[src/rtl/dtum_regs.svh]
// register map, field positions and reset values of the dfi timing and update monitor
// assumes a flat 32-bit register port whose addresses are full byte addresses
`ifndef DTUM_REGS_SVH
`define DTUM_REGS_SVH

// register byte addresses
`define DTUM_A_DLL 32'h4000_d578
`define DTUM_A_LAT 32'h4000_d57c
`define DTUM_A_CUL 32'h4000_d580
`define DTUM_A_P01 32'h4000_d584
`define DTUM_A_P23 32'h4000_d588
`define DTUM_A_ACK 32'h4000_d58c
`define DTUM_A_PER 32'h4000_d590
`define DTUM_A_CLK 32'h4000_d594
`define DTUM_A_WLE 32'h4000_d598
`define DTUM_A_WLR 32'h4000_d59c
`define DTUM_A_WLM 32'h4000_d5a0
`define DTUM_A_WLX 32'h4000_d5a4
`define DTUM_A_CMD 32'h4000_d5e0

// reset values
`define DTUM_RST_CMD_DLY 4'h2
`define DTUM_RST_WORD 32'h0000_0000

// update error bit positions
`define DTUM_ERR_PERIOD 0
`define DTUM_ERR_CU_MAX 1
`define DTUM_ERR_TYPE0 2
`define DTUM_ERR_ACK 6

// command register bit positions
`define DTUM_CMD_REQ 0
`define DTUM_CMD_ERR_LO 8
`define DTUM_CMD_LATE 16

// cycles spent in the pin synchroniser
`define DTUM_SYNC_LAT 7'h02

`endif

[src/rtl/dtum_pkg.sv]
// types shared by the dfi timing and update monitor
// assumes dtum_regs.svh supplies the numeric constants
package dtum_pkg;

	// pins arriving from the phy
	typedef struct packed {
		logic ctrlupd_ack;
		logic phyupd_req;
		logic [1:0] phyupd_type;
		logic rddata_valid;
	} dtum_dfi_in_t;

	// pins driven toward the phy
	typedef struct packed {
		logic ctrlupd_req;
		logic phyupd_ack;
		logic [1:0] dram_clk_disable;
	} dtum_dfi_out_t;

	// signals from the controller core, same clock
	typedef struct packed {
		logic ctrlupd_want;
		logic rddata_en;
		logic [5:0] cas_lat;
		logic [5:0] wr_lat;
		logic mem_rst_valid;
	} dtum_core_t;

	typedef enum logic {CU_IDLE, CU_REQ} dtum_cu_state_t;
	typedef enum logic {PU_IDLE, PU_ACK} dtum_pu_state_t;

endpackage

[src/rtl/dtum_lim_tmr.sv]
// cycle counter with a limit check, used for each update timing watch
// assumes run is a same-clock level; a zero limit never reports
`timescale 1ns/1ps
module dtum_lim_tmr #(
	parameter int W = 32
) (
	// clock and reset
	input wire logic sys_clk,
	input wire logic rst_b,
	// control
	input wire logic run,
	input wire logic [W-1:0] limit,
	// results
	output logic [W-1:0] count,
	output logic over
);
	logic [W-1:0] cnt_q;
	logic fired_q;

	// one pulse when the watched level has lasted past the limit
	assign over = run && (limit != '0) && (cnt_q == limit) && !fired_q;
	assign count = cnt_q;

	// count while running, clear when the level drops
	always_ff @(posedge sys_clk or negedge rst_b) begin
		if (!rst_b) begin
			cnt_q <= '0;
			fired_q <= 1'b0;
		end else if (!run) begin
			cnt_q <= '0;
			fired_q <= 1'b0;
		end else begin
			if (cnt_q != '1)
				cnt_q <= cnt_q + 1'b1;
			if (over)
				fired_q <= 1'b1;
		end
	end
endmodule // dtum_lim_tmr

[src/rtl/dtum_top.sv]
// dfi timing registers, memory clock gating and update handshake monitor
// assumes phy pins are asynchronous and core signals share sys_clk
//
// The implementer's own choice: the address-and-strobe port.
`timescale 1ns/1ps
`include "dtum_regs.svh"
module dtum_top import dtum_pkg::*; #(
	parameter logic [3:0] CTRLUPD_MIN = 4'h4
) (
	// clock and reset
	input wire logic sys_clk,
	input wire logic rst_b,
	// register port
	input wire logic [31:0] reg_addr,
	input wire logic [31:0] reg_wdata,
	input wire logic reg_wr,
	input wire logic reg_rd,
	output logic [31:0] reg_rdata,
	// controller core
	input wire dtum_core_t core_in,
	// dfi pins
	input wire dtum_dfi_in_t dfi_in,
	output dtum_dfi_out_t dfi_out,
	// status
	output logic [1:0] mem_clk_off,
	output logic update_irq
);
	// configuration registers
	logic [23:0] dll_q;
	logic [5:0] phy_rdlat_q;
	logic [13:0] cu_max_q;
	logic [1:0] clk_dis_q;
	logic [31:0] p01_q;
	logic [31:0] p23_q;
	logic [13:0] ack_lim_q;
	logic [31:0] period_q;
	logic [3:0] off_dly_q;
	logic [3:0] cmd_dly_q;
	logic [5:0] wr_trim_q;
	logic [5:0] rd_trim_q;
	logic [9:0] wl_gap_q;
	logic [7:0] wl_en_q;
	logic [3:0] on_dly_q;
	logic [31:0] wl_resp_q;
	logic [31:0] wl_max_q;
	logic [31:0] wl_misc_q;
	// state
	dtum_dfi_in_t sync1_q;
	dtum_dfi_in_t sync2_q;
	dtum_dfi_out_t dfi_out_q;
	dtum_cu_state_t cu_q;
	dtum_cu_state_t cu_d;
	dtum_pu_state_t pu_q;
	dtum_pu_state_t pu_d;
	logic [1:0] ptype_q;
	logic sw_pend_q;
	logic [6:0] err_q;
	logic irq_q;
	logic rd_wait_q;
	logic [7:0] rd_cnt_q;
	logic rd_late_q;
	logic [1:0] clk_off_q;
	logic [3:0] gate_cnt_q [2];
	logic [31:0] rdata_q;

	// saturating subtract used for both computed latencies
	function automatic logic [5:0] sat_sub(input logic [6:0] a, input logic [6:0] b);
		logic [6:0] r;
		r = (a > b) ? (a - b) : 7'h00;
		sat_sub = (r > 7'h3f) ? 6'h3f : r[5:0];
	endfunction

	// write strobes per register
	wire w_dll = reg_wr && (reg_addr == `DTUM_A_DLL);
	wire w_lat = reg_wr && (reg_addr == `DTUM_A_LAT);
	wire w_cul = reg_wr && (reg_addr == `DTUM_A_CUL);
	wire w_p01 = reg_wr && (reg_addr == `DTUM_A_P01);
	wire w_p23 = reg_wr && (reg_addr == `DTUM_A_P23);
	wire w_ack = reg_wr && (reg_addr == `DTUM_A_ACK);
	wire w_per = reg_wr && (reg_addr == `DTUM_A_PER);
	wire w_clk = reg_wr && (reg_addr == `DTUM_A_CLK);
	wire w_wle = reg_wr && (reg_addr == `DTUM_A_WLE);
	wire w_wlr = reg_wr && (reg_addr == `DTUM_A_WLR);
	wire w_wlm = reg_wr && (reg_addr == `DTUM_A_WLM);
	wire w_wlx = reg_wr && (reg_addr == `DTUM_A_WLX);
	wire w_cmd = reg_wr && (reg_addr == `DTUM_A_CMD);

	// computed latencies, command path delay taken out
	wire [5:0] rd_en_lat = sat_sub({1'b0, core_in.cas_lat}, {3'b000, cmd_dly_q});
	wire [6:0] wr_sum = {1'b0, core_in.wr_lat} + {1'b0, wr_trim_q};
	wire [5:0] wr_lat = sat_sub(wr_sum, {3'b000, cmd_dly_q});

	// latency, dll and control update register writes
	always_ff @(posedge sys_clk or negedge rst_b) begin
		if (!rst_b) begin
			dll_q <= 24'h00_0000;
			phy_rdlat_q <= 6'h00;
			cu_max_q <= 14'h0000;
			clk_dis_q <= 2'b00;
		end else begin
			if (w_dll)
				dll_q <= reg_wdata[31:8];
			if (w_lat)
				phy_rdlat_q <= reg_wdata[21:16];
			if (w_cul) begin
				cu_max_q <= reg_wdata[29:16];
				clk_dis_q <= reg_wdata[1:0];
			end
		end
	end

	// update limit register writes
	always_ff @(posedge sys_clk or negedge rst_b) begin
		if (!rst_b) begin
			p01_q <= `DTUM_RST_WORD;
			p23_q <= `DTUM_RST_WORD;
			ack_lim_q <= 14'h0000;
			period_q <= `DTUM_RST_WORD;
		end else begin
			if (w_p01)
				p01_q <= reg_wdata;
			if (w_p23)
				p23_q <= reg_wdata;
			if (w_ack)
				ack_lim_q <= reg_wdata[13:0];
			if (w_per)
				period_q <= reg_wdata;
		end
	end

	// clock delay and trim register writes
	always_ff @(posedge sys_clk or negedge rst_b) begin
		if (!rst_b) begin
			off_dly_q <= 4'h0;
			cmd_dly_q <= `DTUM_RST_CMD_DLY;
			wr_trim_q <= 6'h00;
			rd_trim_q <= 6'h00;
			on_dly_q <= 4'h0;
		end else begin
			if (w_clk) begin
				off_dly_q <= reg_wdata[27:24];
				cmd_dly_q <= reg_wdata[19:16];
				wr_trim_q <= reg_wdata[13:8];
				rd_trim_q <= reg_wdata[5:0];
			end
			if (w_wle)
				on_dly_q <= reg_wdata[3:0];
		end
	end

	// write-leveling fields are storage only
	always_ff @(posedge sys_clk or negedge rst_b) begin
		if (!rst_b) begin
			wl_gap_q <= 10'h000;
			wl_en_q <= 8'h00;
			wl_resp_q <= `DTUM_RST_WORD;
			wl_max_q <= `DTUM_RST_WORD;
			wl_misc_q <= `DTUM_RST_WORD;
		end else begin
			if (w_wle) begin
				wl_gap_q <= reg_wdata[25:16];
				wl_en_q <= reg_wdata[15:8];
			end
			if (w_wlr)
				wl_resp_q <= reg_wdata;
			if (w_wlm)
				wl_max_q <= reg_wdata;
			if (w_wlx)
				wl_misc_q <= reg_wdata;
		end
	end

	// two-flop synchroniser for phy pins
	always_ff @(posedge sys_clk or negedge rst_b) begin
		if (!rst_b) begin
			sync1_q <= '0;
			sync2_q <= '0;
		end else begin
			sync1_q <= dfi_in;
			sync2_q <= sync1_q;
		end
	end

	// timer results
	logic [31:0] per_cnt;
	logic [31:0] cu_cnt;
	logic per_over;
	logic cu_over;
	logic ack_over;
	logic typ_over;

	// control update scheduling
	wire per_due = (period_q != 32'h0000_0000) && ((per_cnt + 32'h0000_0001) >= period_q);
	wire cu_start = (cu_q == CU_IDLE) && (core_in.ctrlupd_want || sw_pend_q || per_due);
	wire cu_held = ({28'h000_0000, CTRLUPD_MIN} <= (cu_cnt + 32'h0000_0001));
	wire cu_done = (cu_q == CU_REQ) && cu_held && sync2_q.ctrlupd_ack;

	// interval since the last control update request
	dtum_lim_tmr #(.W(32)) u_per (
		.sys_clk(sys_clk),
		.rst_b(rst_b),
		.run(!cu_start),
		.limit(period_q),
		.count(per_cnt),
		.over(per_over)
	);

	// control update request length
	dtum_lim_tmr #(.W(32)) u_cu (
		.sys_clk(sys_clk),
		.rst_b(rst_b),
		.run(cu_q == CU_REQ),
		.limit(32'(cu_max_q)),
		.count(cu_cnt),
		.over(cu_over)
	);

	// control update state
	always_comb begin
		cu_d = cu_q;
		case (cu_q)
			CU_IDLE: begin
				if (cu_start)
					cu_d = CU_REQ;
			end
			CU_REQ: begin
				if (cu_done)
					cu_d = CU_IDLE;
			end
			default: cu_d = CU_IDLE;
		endcase
	end

	// phy update ack is held off while a control update runs
	wire pu_grant = sync2_q.phyupd_req && (cu_q == CU_IDLE) && !cu_start;
	wire [15:0] t_lim = ptype_q[1] ? (ptype_q[0] ? p23_q[31:16] : p23_q[15:0])
		: (ptype_q[0] ? p01_q[31:16] : p01_q[15:0]);

	// phy update state
	always_comb begin
		pu_d = pu_q;
		case (pu_q)
			PU_IDLE: begin
				if (pu_grant)
					pu_d = PU_ACK;
			end
			PU_ACK: begin
				if (!sync2_q.phyupd_req)
					pu_d = PU_IDLE;
			end
			default: pu_d = PU_IDLE;
		endcase
	end

	// time from phy request to our ack
	dtum_lim_tmr #(.W(14)) u_ack (
		.sys_clk(sys_clk),
		.rst_b(rst_b),
		.run(sync2_q.phyupd_req && (pu_q == PU_IDLE)),
		.limit(ack_lim_q),
		.count(),
		.over(ack_over)
	);

	// time the phy keeps its request up after our ack
	dtum_lim_tmr #(.W(16)) u_typ (
		.sys_clk(sys_clk),
		.rst_b(rst_b),
		.run(sync2_q.phyupd_req && (pu_q == PU_ACK)),
		.limit(t_lim),
		.count(),
		.over(typ_over)
	);

	// violation sources, one bit per limit
	wire [3:0] typ_hit = typ_over ? (4'h1 << ptype_q) : 4'h0;
	wire [6:0] err_set = {ack_over, typ_hit, cu_over, per_over};
	wire [6:0] err_clr = w_cmd ? reg_wdata[14:8] : 7'h00;

	// handshake state and dfi outputs
	always_ff @(posedge sys_clk or negedge rst_b) begin
		if (!rst_b) begin
			cu_q <= CU_IDLE;
			pu_q <= PU_IDLE;
			ptype_q <= 2'b00;
			dfi_out_q <= '0;
		end else begin
			cu_q <= cu_d;
			pu_q <= pu_d;
			if (pu_grant && (pu_q == PU_IDLE))
				ptype_q <= sync2_q.phyupd_type;
			dfi_out_q.ctrlupd_req <= (cu_d == CU_REQ);
			dfi_out_q.phyupd_ack <= (pu_d == PU_ACK);
			dfi_out_q.dram_clk_disable <= clk_dis_q;
		end
	end

	// sticky errors, a new violation beats a clear in the same cycle
	always_ff @(posedge sys_clk or negedge rst_b) begin
		if (!rst_b) begin
			err_q <= 7'h00;
			irq_q <= 1'b0;
			sw_pend_q <= 1'b0;
		end else begin
			err_q <= (err_q & ~err_clr) | err_set;
			irq_q <= |err_set;
			if (w_cmd && reg_wdata[`DTUM_CMD_REQ])
				sw_pend_q <= 1'b1;
			else if (cu_start)
				sw_pend_q <= 1'b0;
		end
	end

	// read valid window: phy read latency plus trim plus pin sync
	wire [7:0] rd_win = {2'b00, phy_rdlat_q} + {2'b00, rd_trim_q} + {1'b0, `DTUM_SYNC_LAT};
	wire rd_miss = rd_wait_q && !sync2_q.rddata_valid && (rd_cnt_q >= rd_win);
	wire late_clr = w_cmd && reg_wdata[`DTUM_CMD_LATE];

	// watch one read enable at a time for its valid; enables while waiting are ignored
	always_ff @(posedge sys_clk or negedge rst_b) begin
		if (!rst_b) begin
			rd_wait_q <= 1'b0;
			rd_cnt_q <= 8'h00;
			rd_late_q <= 1'b0;
		end else begin
			if (sync2_q.rddata_valid || rd_miss) begin
				rd_wait_q <= 1'b0;
				rd_cnt_q <= 8'h00;
			end else if (core_in.rddata_en && !rd_wait_q) begin
				rd_wait_q <= 1'b1;
				rd_cnt_q <= 8'h00;
			end else if (rd_wait_q) begin
				rd_cnt_q <= rd_cnt_q + 8'h01;
			end
			if (rd_miss)
				rd_late_q <= 1'b1;
			else if (late_clr)
				rd_late_q <= 1'b0;
		end
	end

	// per select delay before the memory clock follows the strobe
	logic [3:0] gate_dly [2];
	assign gate_dly[0] = dfi_out_q.dram_clk_disable[0] ? off_dly_q : on_dly_q;
	assign gate_dly[1] = dfi_out_q.dram_clk_disable[1] ? off_dly_q : on_dly_q;

	// memory clock state per chip select
	always_ff @(posedge sys_clk or negedge rst_b) begin
		if (!rst_b) begin
			clk_off_q <= 2'b00;
			gate_cnt_q[0] <= 4'h0;
			gate_cnt_q[1] <= 4'h0;
		end else begin
			for (int i = 0; i < 2; i++) begin
				if (dfi_out_q.dram_clk_disable[i] == clk_off_q[i]) begin
					gate_cnt_q[i] <= 4'h0;
				end else if (({1'b0, gate_cnt_q[i]} + 5'h01) >= {1'b0, gate_dly[i]}) begin
					clk_off_q[i] <= dfi_out_q.dram_clk_disable[i];
					gate_cnt_q[i] <= 4'h0;
				end else begin
					gate_cnt_q[i] <= gate_cnt_q[i] + 4'h1;
				end
			end
		end
	end

	// read data words
	wire [31:0] dll_word = {dll_q, 7'h00, core_in.mem_rst_valid};
	wire [31:0] lat_word = {2'b00, rd_en_lat, 2'b00, phy_rdlat_q, 1'b0, err_q, 2'b00, wr_lat};
	wire [31:0] cul_word = {2'b00, cu_max_q, 4'h0, CTRLUPD_MIN, 6'h00, clk_dis_q};
	wire [31:0] clk_word = {4'h0, off_dly_q, 4'h0, cmd_dly_q, 2'b00, wr_trim_q, 2'b00, rd_trim_q};
	wire [31:0] wle_word = {6'h00, wl_gap_q, wl_en_q, 4'h0, on_dly_q};
	wire [31:0] cmd_word = {6'h00, clk_off_q, 7'h00, rd_late_q, 1'b0, err_q, 5'h00,
		dfi_out_q.phyupd_ack, dfi_out_q.ctrlupd_req, sw_pend_q};

	// read select, unmapped addresses read zero
	wire [31:0] rd_mux =
		(reg_addr == `DTUM_A_DLL) ? dll_word :
		(reg_addr == `DTUM_A_LAT) ? lat_word :
		(reg_addr == `DTUM_A_CUL) ? cul_word :
		(reg_addr == `DTUM_A_P01) ? p01_q :
		(reg_addr == `DTUM_A_P23) ? p23_q :
		(reg_addr == `DTUM_A_ACK) ? {18'h0_0000, ack_lim_q} :
		(reg_addr == `DTUM_A_PER) ? period_q :
		(reg_addr == `DTUM_A_CLK) ? clk_word :
		(reg_addr == `DTUM_A_WLE) ? wle_word :
		(reg_addr == `DTUM_A_WLR) ? wl_resp_q :
		(reg_addr == `DTUM_A_WLM) ? wl_max_q :
		(reg_addr == `DTUM_A_WLX) ? wl_misc_q :
		(reg_addr == `DTUM_A_CMD) ? cmd_word : `DTUM_RST_WORD;

	// read data stands only in the cycle after the strobe
	always_ff @(posedge sys_clk or negedge rst_b) begin
		if (!rst_b)
			rdata_q <= `DTUM_RST_WORD;
		else
			rdata_q <= reg_rd ? rd_mux : `DTUM_RST_WORD;
	end

	// outputs straight from flops
	assign reg_rdata = rdata_q;
	assign dfi_out = dfi_out_q;
	assign mem_clk_off = clk_off_q;
	assign update_irq = irq_q;
endmodule // dtum_top

[config.mk]
export PLATFORM = sky130hd
export DESIGN_NAME = dtum_top
export DESIGN_NICKNAME = d
export VERILOG_FILES = /design/src/rtl/dtum_pkg.sv /design/src/rtl/dtum_lim_tmr.sv /design/src/rtl/dtum_top.sv
export VERILOG_INCLUDE_DIRS = /design/src /design/src/rtl
export SDC_FILE = /design/constraint.sdc
export NUM_CORES = 1
export LEC_CHECK = 0
export ABC_AREA = 0
export BUFFER_PORTS_ARGS = -buffer_cell sky130_fd_sc_hd__buf_2
export CORE_MARGIN = 2
export CORE_UTILIZATION = 60
export CTS_CLUSTER_SIZE = 40
export DETAILED_ROUTE_END_ITERATION = 12
export PLACE_DENSITY = 0.89
export SLEW_MARGIN = 30
export SYNTH_ARGS = -nofsm -noshare
export SYNTH_HDL_FRONTEND = slang
export SYNTH_SLANG_ARGS = --single-unit
export TNS_END_PERCENT = 20
[constraint.sdc]
create_clock -name sys_clk -period 9.28 [get_ports sys_clk]
set_input_delay 1.392 -clock sys_clk [delete_from_list [all_inputs] [get_ports sys_clk]]
set_output_delay 1.392 -clock sys_clk [all_outputs]
set_load 0.05 [all_outputs]
==> results.md <==
* Run status: completed
* Post-Place Worst Slack at ~4.5 ns
* Share of cells above drive strength 1 at 22.23%
* Asr flop ratio synth at 100.0%
* Share of the yosys chip area belonging to registers at a little under half
* Register bit count reported by yosys at 469
* Worst setup path end: ptype_q[1]$_DFFE_PN0P_
* Leftover overflow at the end of global routing at 0
* Warnings from Yosys at 0
* Worst skew pair latency at 0.65 ns
* Die area at 43850 um2
* Final weighted congestion of routability-driven global placement at 0.9900
* Critical path peak fanout at 6
* Power per standard cell area at 166.9 nW/um2
* FF-to-FF End: ptype_q[1]$_DFFE_PN0P_
* Number of buffers added on ports at around 130
* Clk sinks at 469
* Residual DRC at 0
* Unrepaired setup endpoints after global routing: false
* Number of iterations in the first detailed-routing pass at 6
* Worst IR drop on VDD at 168.7 uV
* Nets in the synthesized netlist at roughly 2600
* Leading cell types by total area after synthesis: sky130_fd_sc_hd__dfrtp_1 (46%), sky130_fd_sc_hd__mux2_2 (12%), sky130_fd_sc_hd__ha_1 (4.0%), sky130_fd_sc_hd__xor2_1 (3.6%), sky130_fd_sc_hd__o21ai_0 (2.8%)
* Largest net degree at the start of global routing at 181
* Number of instances in the synthesized netlist at 2400
* Number of global-route vias before repair at ~21000
* Clock-pin slew of the registers on the worst-case setup and hold paths at 0.06 ns
* Setup Crit Path Kind: reg2reg
* Y dimension of the die at ~210 um
* Worst hold-check path type: reg2reg
* Number of DRC markers after the initial detailed-route iteration at 2824
* Post-Route Setup TNS at 0 ns
* Leakage power at 13.69 nW
* Syn Area/Cell at between 10 and 15 um2
* Most common flop cell mapped by yosys: sky130_fd_sc_hd__dfrtp_1
* Final period util at 52.76%
* CTS tree: done
* Maximum level of the CTS H-tree at 2
* Hold Violations, Final at 0
* Placed wire-length estimate after detailed placement at about 59000 um
* Max capacitance violation total at 0
* Routed Antenna Nets at 0
* Launching element type of the critical path: flop
* Area share of the largest cell type after synthesis at 46.26%
* Total routing usage reported by global routing at 38.18%
* Data required time at the worst endpoint at 9.78 ns
* Buffer depth of the longest clock path at 3
* Clock period minus worst slack at 4.896 ns
* Total CTS buffers at 49
* Core area at between 40000 and 50000 um2
* # IOs at about 130
* Global-route wire length before repair at 126200 um
* Antenna violations before repair at 3
* Number of setup buffers added after CTS at 0
* Avg WL per Cell at 27.32 um
* Final clock skew at 0.03936 ns
* Highest Clock Rate at 0.2042 GHz
* Worst Slack Setup Final at 4.384 ns
* R2R Setup Slk at 4.38 ns
* Vias per inst at 6.891
* Worst Path Arrival at 5.39 ns
* Number of fill cells in the layout at ~3000
* Crit. Startpoint: u_per.count[2]$_DFFE_PN0P_
* Worst Setup End Kind: flop
* Horizontal extent of the die at between 200 and 250 um
* Area growth, synth to finish at 10.71%
* Reg2Reg Depth at 16
* Fin util at between 60% and 70%
* Cell type with the highest aggregate area in the netlist: sky130_fd_sc_hd__dfrtp_1
* Number of core rows at 75
* Number of library cell types mapped by synthesis at 87
* Post-detailed-routing wire length at between 80000 and 90000 um
* Number of cells upsized or downsized after cts at 0
* Count of flip-flops with a built-in enable after synthesis at 0
* Worst hold path cell count at 0
* NumNets Final at between 2000 and 3000
* Max-slew violation count at 0
* Headroom to the max-slew limit at about 30%
* Total via count in the routed design at between 20000 and 25000
* Worst Hold Margin at 0.3468 ns
* Root Buffer: sky130_fd_sc_hd__clkbuf_16
* Worst Tran Pin Value at 1.046 ns
* Source of the worst register-to-register timing path: u_per.count[2]$_DFFE_PN0P_
* Total setup violations reported at the end of the flow at 0
* Initial Utilization at 60.63%
* Quantity of hold-fixing buffers added after cts at 0
* Synthesized area at 25320 um2
## metrics by stage
stage | power [mW] | area (um2) | cells
2_1_floorplan | 2.448 | 25320 | 2400
3_3_place_gp | 2.612 | 26260 | 2954
3_5_place_dp | 2.625 | 26290 | 2954
4_1_cts | 4.666 | 27970 | 3043
5_1_grt | 4.812 | 28030 | 3045
6_report | 4.679 | 28030 | 3046
## final cells by class
class                      instances  area, um2  share of cell area (%)
multi-input combinational       1699      12690                   45.27
sequential                       469      11740                   41.88
clock buffer                      70       1415                   5.049
timing repair buffer             150      864.6                   3.085
tap                              539      674.4                   2.406
inverter                          99      371.6                   1.326
clock inverter                    19      271.5                  0.9687
antenna                            1      2.502                0.008928
## state kept, by name, indices dropped and copies added (netlist names), 14 cells and up
register,count
ack_lim_q,14
cu_max_q,14
dll_q,24
p01_q,32
p23_q,32
period_q,32
reg_rdata,32
u_ack.count,14
u_cu.count,32
u_per.count,32
u_typ.count,16
wl_max_q,32
wl_misc_q,32
wl_resp_q,32
## layout by cell type (no fill, tap or decap), types with 13 or more instances in the layout
cell type / n
sky130_fd_sc_hd__nor3_1: 49
sky130_fd_sc_hd__o21ai_0: 141
sky130_fd_sc_hd__a221oi_1: 18
sky130_fd_sc_hd__ha_1: 81
sky130_fd_sc_hd__a22oi_1: 24
sky130_fd_sc_hd__buf_2: 125
sky130_fd_sc_hd__a222oi_1: 28
sky130_fd_sc_hd__nor2_1: 140
sky130_fd_sc_hd__a21oi_1: 102
sky130_fd_sc_hd__nand2b_1: 22
sky130_fd_sc_hd__mux2_2: 278
sky130_fd_sc_hd__inv_1: 99
sky130_fd_sc_hd__nand3_1: 65
sky130_fd_sc_hd__a22o_1: 13
sky130_fd_sc_hd__mux2i_1: 25
sky130_fd_sc_hd__nand2_1: 183
sky130_fd_sc_hd__clkbuf_16: 49
sky130_fd_sc_hd__nor4_1: 45
sky130_fd_sc_hd__and3_1: 31
sky130_fd_sc_hd__o22ai_1: 18
sky130_fd_sc_hd__buf_4: 19
sky130_fd_sc_hd__dfrtp_1: 467
sky130_fd_sc_hd__xnor2_1: 67
sky130_fd_sc_hd__xor2_1: 104
sky130_fd_sc_hd__a211oi_1: 15
sky130_fd_sc_hd__nand4_1: 44
sky130_fd_sc_hd__or3_1: 15
## worst min path at each step
stage	end	start	slack, ns
floorplan	sync2_q[0]$_DFF_PN0_	sync1_q[0]$_DFF_PN0_	0.33
global placement	sync2_q[0]$_DFF_PN0_	sync1_q[0]$_DFF_PN0_	0.33
detailed placement	sync2_q[0]$_DFF_PN0_	sync1_q[0]$_DFF_PN0_	0.34
CTS	sync2_q[0]$_DFF_PN0_	sync1_q[0]$_DFF_PN0_	0.35
global route	sync2_q[0]$_DFF_PN0_	sync1_q[0]$_DFF_PN0_	0.35
finish	sync2_q[0]$_DFF_PN0_	sync1_q[0]$_DFF_PN0_	0.35
## critical path, stage by stage (launching register included)
cell                       delay, ns
sky130_fd_sc_hd__dfrtp_1        0.42
sky130_fd_sc_hd__nand3_1        0.12
sky130_fd_sc_hd__nor2_1         0.17
sky130_fd_sc_hd__nand3_1        0.17
sky130_fd_sc_hd__nor3_1         0.49
sky130_fd_sc_hd__nor2b_1        0.40
sky130_fd_sc_hd__and3_1         0.29
sky130_fd_sc_hd__xor2_1         0.19
sky130_fd_sc_hd__ha_1           0.28
sky130_fd_sc_hd__a21oi_1        0.15
sky130_fd_sc_hd__nand2_1        0.07
sky130_fd_sc_hd__a221oi_1       0.39
sky130_fd_sc_hd__o21ai_0        0.18
sky130_fd_sc_hd__o31ai_1        0.34
sky130_fd_sc_hd__nand2_1        0.32
sky130_fd_sc_hd__or3_1          0.49
sky130_fd_sc_hd__mux2_2         0.30
## cell families after synthesis
| logic type | share of synthesized area [%] |
|---|---|
| xor gates and xnor gates | 5.916 |
| and+or+nand+nor | 13.49 |
| muxes | 14.60 |
| adders and majority gates | 4.319 |
| AOI/OAI and AO/OA | 11.60 |
| DFF | 46.36 |
| buffers and inverters | 3.712 |
## where the power goes
| group | switching [mW] | total (mW) | internal, mW | leakage, nW |
|---|---|---|---|---|
| Clock | 0.869 | 2.08 | 1.21 | 0.813 |
| Sequential | 0.0901 | 2.17 | 2.08 | 6.30 |
| Combinational | 0.282 | 0.435 | 0.153 | 6.58 |
## metal layers
layer	global-route usage [%]	share of wire, %
met5	0	0.019
met4	23.89	7.4
met3	11.66	12
met2	57.41	44
met1	48.52	37
## synth_stat cells (all sizes together), types with 18 or more instances
cell / n
clkbuf: 83
and3: 31
mux2: 282
o21ai: 141
o22ai: 18
nand2: 183
inv: 99
xor2: 104
buf: 50
nand3: 69
xnor2: 67
mux2i: 25
nand4: 44
dfrtp: 468
a21oi: 103
nor3: 54
a22oi: 24
nor4: 46
nand2b: 23
ha: 81
a221oi: 18
nor2: 147
a222oi: 28
No activity file was read; power rests on OpenSTA's default activity.
